## config.mk

```make
export PLATFORM = sky130hd
export DESIGN_NAME = eipc_top
export DESIGN_NICKNAME = d
export VERILOG_FILES = /design/src/hw/eipc_pkg.sv /design/src/hw/eipc_capture.sv /design/src/hw/eipc_top.sv
export VERILOG_INCLUDE_DIRS = /design/src /design/src/hw
export SDC_FILE = /design/constraint.sdc
export NUM_CORES = 2
export LEC_CHECK = 0
export ABC_AREA = 1
export CORE_MARGIN = 2
export CORE_UTILIZATION = 55
export DETAILED_ROUTE_END_ITERATION = 6
export DONT_BUFFER_PORTS = 1
export PLACE_DENSITY = 0.7
export SYNTH_ARGS = -nofsm -noshare
export SYNTH_HDL_FRONTEND = slang
export SYNTH_SLANG_ARGS = --single-unit
```

## constraint.sdc

```tcl
create_clock -name clk -period 27.8 [get_ports clk]
set_clock_uncertainty 0.1 [all_clocks]
set_input_delay 5.56 -clock clk [delete_from_list [all_inputs] [get_ports clk]]
set_output_delay 5.56 -clock clk [all_outputs]
set_load 0.02 [all_outputs]
```

## src/hw/eipc_map.svh

```systemverilog
// Register offsets, field positions, reset values and timing counts
//
// Contract
// - Linear resolution means encoder units per count.
// - Linear electrical distance counts units per cycle.
// - Direction 0 counts normal, 1 reversed.
// - Index spacing: counts rotary, units linear.
// - Analog shift n gives 2^(n+2) counts/line.
// - Index capture stores axis position, read-only.
// - Reading captured index clears status bits 0,3.
// - Raw velocity signed 32-bit, 0.1 counts/s.
// - Control bit 0 captures on index rise.
// - Control bit 1 captures on index fall.
// - Control bit 2 holds capture until read.
// - Control bit 5 picks home capture edge.
// - Control bits 3 and 4 do nothing.
// - Status bit 0 set on capture, read clears.
// - Status bit 3 flags transition while stored.
`ifndef EIPC_MAP_SVH
`define EIPC_MAP_SVH

// Parameter identifiers on the parameter port
`define EIPC_ADDR_LIN_RES        9'h063
`define EIPC_ADDR_LIN_ELEC_LEN   9'h064
`define EIPC_ADDR_FB_DIR         9'h065
`define EIPC_ADDR_IDX_SPACING    9'h066
`define EIPC_ADDR_INTERP_SHIFT   9'h067
`define EIPC_ADDR_CAP_INDEX      9'h068
`define EIPC_ADDR_RAW_VEL        9'h069
`define EIPC_ADDR_CAP_CTRL       9'h06c
`define EIPC_ADDR_CAP_STATUS     9'h06d
`define EIPC_ADDR_CAP_HOME       9'h10a

// Capture control fields
`define EIPC_CTL_IDX_RISE        0
`define EIPC_CTL_IDX_FALL        1
`define EIPC_CTL_IDX_HOLD        2
`define EIPC_CTL_HOME_FALL       5
`define EIPC_CTL_HOME_HOLD       6
`define EIPC_CTL_WRITE_MASK      16'h0067

// Capture status fields
`define EIPC_STS_IDX_CAP         0
`define EIPC_STS_IDX_OVR         3
`define EIPC_STS_HOME_CAP        4
`define EIPC_STS_HOME_OVR        7

// Reset values
`define EIPC_RST_LIN_RES         16'h0001
`define EIPC_RST_LIN_ELEC_LEN    32'h0000_0000
`define EIPC_RST_FB_DIR          16'h0000
`define EIPC_RST_IDX_SPACING     32'h0000_0000
`define EIPC_RST_INTERP_SHIFT    16'h0000
`define EIPC_RST_CAP_CTRL        16'h0000

// Interpolation limits and velocity timing
`define EIPC_SHIFT_MAX           5'd14
`define EIPC_PHASE_BITS          5'd16
`define EIPC_CLK_MHZ             250
`define EIPC_VEL_PERIOD_US       1000
`define EIPC_VEL_CYCLES          (`EIPC_VEL_PERIOD_US * `EIPC_CLK_MHZ)
`define EIPC_VEL_SCALE           (10 * 1000000 / `EIPC_VEL_PERIOD_US)

`endif

```

## src/hw/eipc_pkg.sv

```systemverilog
// Types shared by the index and home position capture block
package eipc_pkg;
	typedef logic [8:0]         eipc_addr_t;
	typedef logic [31:0]        eipc_word_t;
	typedef logic signed [31:0] eipc_pos_t;
	typedef enum logic {EIPC_FB_QUAD, EIPC_FB_ANALOG} eipc_fb_mode_t;
endpackage

```

## src/hw/eipc_capture.sv

```systemverilog
// One position capture channel with hold mode and overrun flag
`timescale 1ns/1ps
`include "eipc_map.svh"
module eipc_capture
(
	input  wire logic             clk,
	input  wire logic             reset_n,
	input  wire logic             event_pulse,
	input  wire eipc_pkg::eipc_pos_t position,
	input  wire logic             hold,
	input  wire logic             clear,
	output eipc_pkg::eipc_pos_t   value,
	output logic                  captured,
	output logic                  overrun
);
	import eipc_pkg::*;

	// A stored value is protected only while hold is set and unread
	wire   blocked   = captured && hold && !clear;
	wire   take      = event_pulse && !blocked;
	wire   collide   = event_pulse && captured && !clear;
	wire   next_cap  = event_pulse || (captured && !clear);
	wire   next_ovr  = collide || (overrun && !clear);

	// Set wins over a read clear in the same cycle
	always_ff @(posedge clk or negedge reset_n)
	begin
		if (!reset_n)
		begin
			value    <= 32'sh0000_0000;
			captured <= 1'b0;
			overrun  <= 1'b0;
		end
		else
		begin
			if (take)
				value <= position;
			captured <= next_cap;
			overrun  <= next_ovr;
		end
	end
endmodule

```

## src/hw/eipc_top.sv

```systemverilog
// Encoder feedback scaling and index/home position capture block
`timescale 1ns/1ps
`include "eipc_map.svh"
module eipc_top
#(
	parameter int unsigned VEL_CYCLES = `EIPC_VEL_CYCLES
)
(
	input  wire logic                 clk,
	input  wire logic                 reset_n,
	input  wire logic                 enc_a,
	input  wire logic                 enc_b,
	input  wire logic [15:0]          interp_phase,
	input  wire eipc_pkg::eipc_fb_mode_t fb_mode,
	input  wire logic                 motor_is_linear,
	input  wire logic                 index_in,
	input  wire logic                 home_active,
	input  wire eipc_pkg::eipc_addr_t param_addr,
	input  wire logic                 param_wr,
	input  wire logic                 param_rd,
	input  wire eipc_pkg::eipc_word_t param_wdata,
	output eipc_pkg::eipc_word_t      param_rdata,
	output logic                      param_ack,
	output logic                      param_err,
	output eipc_pkg::eipc_pos_t       axis_position,
	output eipc_pkg::eipc_pos_t       elec_position,
	output logic                      phasing_reversed,
	output logic                      index_spacing_fault,
	output logic                      index_seen
);
	import eipc_pkg::*;

	// Quadrature step from previous and current A/B state
	function automatic logic signed [1:0] quad_step(input logic [1:0] p,
		input logic [1:0] c);
		logic signed [1:0] s;
		s = 2'sb00;
		case ({p, c})
			4'b0001, 4'b0111, 4'b1110, 4'b1000: s = 2'sb01;
			4'b0010, 4'b1011, 4'b1101, 4'b0100: s = -2'sb01;
			default: s = 2'sb00;
		endcase
		return s;
	endfunction

	// Travel in counts, or in encoder units for a linear motor
	function automatic eipc_pos_t to_travel(input eipc_pos_t d,
		input logic [15:0] res, input logic lin);
		logic signed [47:0] p;
		p = 48'(d) * 48'(signed'({16'h0000, res}));
		return lin ? 32'(p) : d;
	endfunction

	// Parameter storage
	logic [15:0] lin_res;
	eipc_word_t  lin_elec_len;
	logic [15:0] fb_dir;
	eipc_word_t  idx_spacing;
	logic [15:0] interp_shift;
	logic [15:0] cap_ctrl;
	eipc_pos_t   raw_vel;

	// Parameter decode
	wire hit_res   = param_addr == `EIPC_ADDR_LIN_RES;
	wire hit_len   = param_addr == `EIPC_ADDR_LIN_ELEC_LEN;
	wire hit_dir   = param_addr == `EIPC_ADDR_FB_DIR;
	wire hit_spc   = param_addr == `EIPC_ADDR_IDX_SPACING;
	wire hit_shf   = param_addr == `EIPC_ADDR_INTERP_SHIFT;
	wire hit_cidx  = param_addr == `EIPC_ADDR_CAP_INDEX;
	wire hit_vel   = param_addr == `EIPC_ADDR_RAW_VEL;
	wire hit_ctl   = param_addr == `EIPC_ADDR_CAP_CTRL;
	wire hit_sts   = param_addr == `EIPC_ADDR_CAP_STATUS;
	wire hit_chome = param_addr == `EIPC_ADDR_CAP_HOME;
	wire hit_rw    = hit_res || hit_len || hit_dir || hit_spc || hit_shf
		|| hit_ctl;
	wire hit_any   = hit_rw || hit_cidx || hit_vel || hit_sts || hit_chome;

	// Parameter writes; read-only identifiers ignore writes
	always_ff @(posedge clk or negedge reset_n)
	begin
		if (!reset_n)
		begin
			lin_res      <= `EIPC_RST_LIN_RES;
			lin_elec_len <= `EIPC_RST_LIN_ELEC_LEN;
			fb_dir       <= `EIPC_RST_FB_DIR;
			idx_spacing  <= `EIPC_RST_IDX_SPACING;
			interp_shift <= `EIPC_RST_INTERP_SHIFT;
			cap_ctrl     <= `EIPC_RST_CAP_CTRL;
		end
		else if (param_wr)
		begin
			if (hit_res)
				lin_res <= param_wdata[15:0];
			if (hit_len)
				lin_elec_len <= param_wdata;
			if (hit_dir)
				fb_dir <= param_wdata[15:0];
			if (hit_spc)
				idx_spacing <= param_wdata;
			if (hit_shf)
				interp_shift <= param_wdata[15:0];
			if (hit_ctl)
				cap_ctrl <= param_wdata[15:0] & `EIPC_CTL_WRITE_MASK;
		end
	end

	// Feedback direction and analog interpolation setup
	wire         reverse   = fb_dir[0];
	wire         shift_neg = interp_shift[15];
	wire         shift_big = interp_shift[14:0] > 15'(`EIPC_SHIFT_MAX);
	wire [4:0]   shift_n   = shift_neg ? 5'd0 :
		(shift_big ? `EIPC_SHIFT_MAX : interp_shift[4:0]);

	// Encoder input history
	logic [1:0]  ab_prev;
	eipc_pos_t   qcount;
	wire  [1:0]  ab_now  = {enc_a, enc_b};
	wire  signed [1:0] step = quad_step(ab_prev, ab_now);

	always_ff @(posedge clk or negedge reset_n)
	begin
		if (!reset_n)
		begin
			ab_prev <= 2'b00;
			qcount  <= 32'sh0000_0000;
		end
		else
		begin
			ab_prev <= ab_now;
			qcount  <= qcount + 32'(step);
		end
	end

	// Analog mode: four counts per line, widened by n fraction bits
	wire [31:0]  frac      = {16'h0000, interp_phase}
		>> (`EIPC_PHASE_BITS - shift_n);
	wire eipc_pos_t analog_pos = (qcount <<< shift_n) + signed'(frac);
	wire eipc_pos_t raw_pos    = (fb_mode == EIPC_FB_ANALOG) ?
		analog_pos : qcount;
	wire eipc_pos_t next_axis_position = reverse ? -raw_pos : raw_pos;
	wire eipc_pos_t axis_delta = next_axis_position - axis_position;

	// Axis position follows the scaled, direction-corrected feedback
	always_ff @(posedge clk or negedge reset_n)
	begin
		if (!reset_n)
		begin
			axis_position    <= 32'sh0000_0000;
			phasing_reversed <= 1'b0;
		end
		else
		begin
			axis_position    <= next_axis_position;
			phasing_reversed <= reverse;
		end
	end

	// Electrical position within one cycle for linear motors
	wire eipc_pos_t unit_step  = to_travel(axis_delta, lin_res, 1'b1);
	wire eipc_pos_t elec_sum   = elec_position + unit_step;
	wire eipc_pos_t elec_len   = signed'(lin_elec_len);
	wire         elec_wrap_hi = elec_sum >= elec_len;
	wire         elec_wrap_lo = elec_sum < 32'sh0000_0000;
	wire eipc_pos_t next_elec_position =
		(!motor_is_linear || elec_len <= 32'sh0000_0000) ? 32'sh0000_0000 :
		elec_wrap_hi ? elec_sum - elec_len :
		elec_wrap_lo ? elec_sum + elec_len : elec_sum;

	always_ff @(posedge clk or negedge reset_n)
	begin
		if (!reset_n)
			elec_position <= 32'sh0000_0000;
		else
			elec_position <= next_elec_position;
	end

	// Velocity sample period divider
	logic [31:0] vel_cnt;
	eipc_pos_t   vel_base;
	wire         vel_tick = vel_cnt == 32'(VEL_CYCLES - 1);
	wire eipc_pos_t vel_diff = axis_position - vel_base;
	wire signed [63:0] vel_prod = 64'(vel_diff)
		* 64'(signed'(32'(`EIPC_VEL_SCALE)));

	// Unfiltered velocity sampled each period, 0.1 count/s units
	always_ff @(posedge clk or negedge reset_n)
	begin
		if (!reset_n)
		begin
			vel_cnt  <= 32'h0000_0000;
			vel_base <= 32'sh0000_0000;
			raw_vel  <= 32'sh0000_0000;
		end
		else
		begin
			vel_cnt <= vel_tick ? 32'h0000_0000 : vel_cnt + 32'h0000_0001;
			if (vel_tick)
			begin
				vel_base <= axis_position;
				raw_vel  <= 32'(vel_prod);
			end
		end
	end

	// Index and home edge detection
	logic index_prev;
	logic home_prev;
	wire  idx_rise  = index_in && !index_prev;
	wire  idx_fall  = !index_in && index_prev;
	wire  idx_event = (idx_rise && cap_ctrl[`EIPC_CTL_IDX_RISE])
		|| (idx_fall && cap_ctrl[`EIPC_CTL_IDX_FALL]);
	wire  home_on   = home_active && !home_prev;
	wire  home_off  = !home_active && home_prev;
	wire  home_event = cap_ctrl[`EIPC_CTL_HOME_FALL] ? home_off : home_on;

	always_ff @(posedge clk or negedge reset_n)
	begin
		if (!reset_n)
		begin
			index_prev <= 1'b0;
			home_prev  <= 1'b0;
		end
		else
		begin
			index_prev <= index_in;
			home_prev  <= home_active;
		end
	end

	// Reads of the captured positions release their status flags
	wire clr_index = param_rd && hit_cidx;
	wire clr_home  = param_rd && hit_chome;

	eipc_pos_t idx_value;
	logic      idx_cap;
	logic      idx_ovr;
	eipc_pos_t home_value;
	logic      home_cap;
	logic      home_ovr;

	eipc_capture u_index_cap
	(
		.clk         (clk),
		.reset_n     (reset_n),
		.event_pulse (idx_event),
		.position    (axis_position),
		.hold        (cap_ctrl[`EIPC_CTL_IDX_HOLD]),
		.clear       (clr_index),
		.value       (idx_value),
		.captured    (idx_cap),
		.overrun     (idx_ovr)
	);

	eipc_capture u_home_cap
	(
		.clk         (clk),
		.reset_n     (reset_n),
		.event_pulse (home_event),
		.position    (axis_position),
		.hold        (cap_ctrl[`EIPC_CTL_HOME_HOLD]),
		.clear       (clr_home),
		.value       (home_value),
		.captured    (home_cap),
		.overrun     (home_ovr)
	);

	// Index spacing check: travel between accepted index edges
	eipc_pos_t travel;
	wire eipc_pos_t travel_step = to_travel(axis_delta, lin_res,
		motor_is_linear);
	wire eipc_pos_t travel_abs  = travel[31] ? -travel : travel;
	wire         spacing_bad = idx_spacing != 32'h0000_0000
		&& travel_abs != signed'(idx_spacing);

	always_ff @(posedge clk or negedge reset_n)
	begin
		if (!reset_n)
		begin
			travel              <= 32'sh0000_0000;
			index_seen          <= 1'b0;
			index_spacing_fault <= 1'b0;
		end
		else if (idx_event)
		begin
			travel     <= travel_step;
			index_seen <= 1'b1;
			index_spacing_fault <= index_seen && spacing_bad;
		end
		else
			travel <= travel + travel_step;
	end

	// Status word and read selection
	wire [15:0] cap_status = {8'h00, home_ovr, 2'b00, home_cap,
		idx_ovr, 2'b00, idx_cap};
	wire eipc_word_t read_value =
		hit_res   ? {16'h0000, lin_res} :
		hit_len   ? lin_elec_len :
		hit_dir   ? {16'h0000, fb_dir} :
		hit_spc   ? idx_spacing :
		hit_shf   ? {16'h0000, interp_shift} :
		hit_cidx  ? idx_value :
		hit_vel   ? raw_vel :
		hit_ctl   ? {16'h0000, cap_ctrl} :
		hit_sts   ? {16'h0000, cap_status} :
		hit_chome ? home_value : 32'h0000_0000;
	wire bad_access = (param_rd && !hit_any) || (param_wr && !hit_rw);

	// Parameter answer one cycle after the strobe
	always_ff @(posedge clk or negedge reset_n)
	begin
		if (!reset_n)
		begin
			param_rdata <= 32'h0000_0000;
			param_ack   <= 1'b0;
			param_err   <= 1'b0;
		end
		else
		begin
			param_ack <= param_rd || param_wr;
			param_err <= bad_access;
			if (param_rd)
				param_rdata <= read_value;
		end
	end
endmodule

```

==> results by group <==
STA
  • Final worst-path cycle share: 0.781
  • # setup viols final: 0
  • Final hold viol count: 0
  • Tmin final: about 22000 ps
  • F_max: ~0.046 GHz
  • Worst Tran Pin Value: about 1800 ps
  • RSZ-0062 raised after global routing: false
  • Setup TNS: 0 ps
  • Relative slew slack: -0.175
  • Final Max Tran Viols: just over 200

Synth
  • Post-synth EDFFs: 0
  • Post-Synthesis Cell Area: roughly 49000 um^2
  • Synthesis-stage register bit count: ~440
  • Seq/Total Area, Yosys: 0.227
  • Post-synth ARST share: 1.00
  • Synthesized area per cell: 7.44 um^2
  • Synth Flop Type: dfrtp_1
  • Dominant cells by area after synthesis: dfrtp_1 (23%), fa_1 (15%), ha_1 (11%), nand2_1 (10%), inv_1 (8.8%)
  • Yosys warning total: 0
  • Most instantiated cells after synthesis: nand2_1 (1339), inv_1 (1140), o21ai_0 (510)
  • Post-Syn Nets: roughly 7400
  • Distinct cells, synth: slightly above 60
  • Most numerous cell in the Yosys netlist: nand2_1
  • Post-synth top area share: 0.227
  • Syn Inst Count: approximately 6500
  • Largest area contributor in the netlist: dfrtp_1

Clocking
  • CTS tree: yes
  • Resized cells post-CTS: 0
  • Worst-Skew Late Latency: ~700 ps
  • Post-CTS Hold Buffers: 0
  • Clk buf depth: 3
  • Post-CTS Setup Repair Bufs: 0
  • Clk root buf: clkbuf_16
  • H-tree Lvls: 2
  • Num CTS Buffers: 55
  • Clk slew on worst S/H paths: ~60 ps
  • TritonCTS sink count: 442

Min path
  • Hold Crit Start: vel_cnt[2]
  • Worst Hold Depth: 1
  • Worst hold path class: reg2reg

Setup path
  • Nature of the critical path endpoint: flop
  • CP startpoint: interp_phase[14]
  • Critical Path Max Stage Delay: approximately 930 ps
  • Setup CP Type: in2reg
  • RR Startpoint: interp_shift[5]
  • CP required: about 28000 ps
  • Most frequent cell on the critical path: inv_1
  • CP bufs+invs: 13
  • Slowest CP cell: inv_1
  • WP data arrival: 22170 ps
  • Critical path depth in cells: 72
  • Reg2reg path depth: 77
  • Worst Path Max Fanout: 53
  • CP Launch Type: input pin
  • Crit-path leading delay family: adder cells

Floorplan
  • IO Count: approximately 170
  • Row count: 109
  • Die extent in x: 301 um
  • Core area: slightly below 90000 um^2
  • Initial Util: 0.553
  • Die H: 301 um
  • Full die area: slightly above 90000 um^2

Cells and area
  • Layout Nets: roughly 7300
  • Register area: approximately 11000 um^2
  • Fillers: ~8300
  • Area Overhead vs Synth: 6.23%
  • Share of layout cells above drive strength 1: 0.0368
  • Multi-input gate area: ~32000 um^2
  • Final Instance Area: 51700 um^2

Place
  • I/O Buffers: 0
  • Cell Area, Placed: between 40000 and 50000 um^2
  • GP Congestion: 0.999
  • HPWL after detailed placement: 133000 um

Global routing
  • GRT Total Usage: 0.375
  • Grt ovf: 0
  • Largest net degree at the start of global routing: 443
  • First-pass GRT wire length: 258000 um
  • Vias in the first global route: ~43000
  • Initial antenna violation count: 4

Drt
  • Remaining antenna violation count: 0
  • DRT iter0 DRCs: around 4200
  • Via Count: roughly 44000
  • Pre-antenna DRT Iters: 6
  • Final Routed Wirelength: about 170000 um
  • WL per Instance: ~22 um
  • Avg Vias per Cell: between 5 and 6
  • Remaining DRCs: 0

Job
  • Reported max-cap violation count: 0

Status
  • Outcome: finished, violations left
  • Failing checks: max-slew violations
area by class of cell:
cell class,instances,share of cell area
Inverter,1164,0.0846
Timing Repair Buffer,50,0.00736
Clock inverter,34,0.00901
Multi-Input combinational cell,4715,0.627
Antenna cell,3,0.000145
Tap cell,1165,0.0282
Sequential cell,442,0.214
Clock buffer,69,0.0296
cell families (layout without fill, tap and decap cells):
| logic type | after synthesis | in the layout | synth area share |
|---|---|---|---|
| other | 0 | 3 | 0 |
| xor gates and xnor gates | 329 | 329 | 0.0592 |
| muxes | 2 | 2 | 0.000412 |
| DFF | 442 | 442 | 0.227 |
| and+or+nand+nor | 2399 | 2399 | 0.207 |
| adders and majority gates | 799 | 799 | 0.262 |
| AOI/OAI and AO/OA | 1186 | 1186 | 0.135 |
| buffers and inverters | 1380 | 1317 | 0.108 |
layer usage:
metal / up-vias / part of all wire / GRT usage
met3: 492 / 0.085 / 0.0672
met4: 6 / 0.071 / 0.219
li1: 20700 / - / -
met5: - / 0.00027 / 0
met1: 21300 / 0.39 / 0.473
met2: 2001 / 0.45 / 0.605
registers in the layout, indices dropped and copies added, names as in the netlist, 16 cells and up:
signal and count:
axis_position 32, elec_len 32, elec_position 32, fb_dir 16, idx_spacing 32, interp_shift 16
lin_res 16, param_rdata 32, qcount 32, raw_vel 28, travel 32, u_home_cap.value 32
u_index_cap.value 32, vel_base 28, vel_cnt 32
stage by stage:
| step | utilization | hold slack, ps | worst slack, ps | instances |
|---|---|---|---|---|
| 2_1_floorplan | - | 332 | 9190 | 6537 |
| 3_3_place_gp | 0.564 | 348 | 6050 | 7535 |
| 3_5_place_dp | 0.564 | 355 | 5760 | 7535 |
| 4_1_cts | 0.587 | 362 | 6440 | 7638 |
| 5_1_grt | 0.587 | 391 | 4840 | 7639 |
| 6_report | 0.587 | 362 | 6090 | 7642 |
placed cells by master (no fill, tap or decap), drive strengths merged, types with 26 or more instances in the layout:
cell,Yosys,routed
nor2,501,501
o211ai,26,26
a31oi,32,32
xor2,232,232
or2,35,35
nor3,52,52
o21ai,545,545
nor4,38,38
dfrtp,441,441
ha,430,430
nand2,1355,1355
nand3,329,329
a21oi,427,427
clkbuf,174,69
buf,42,49
fa,369,369
inv,1145,1149
clkinv,19,37
nand4,74,74
xnor2,97,97
worst paths after layout:
path / endpoint / slack [ps]
setup / recovery: elec_position[2] / 6090
max in group asynchronous: param_rdata[11] / 21690
hold reg to reg: vel_cnt[2] / 360
min in group asynchronous: elec_len[17] / 4470
setup reg to reg: elec_position[2] / 7800
hold / removal: vel_cnt[2] / 360
Power is not shown: default switching activity piles up to over one toggle a cycle in this logic, so the estimate is an artifact.
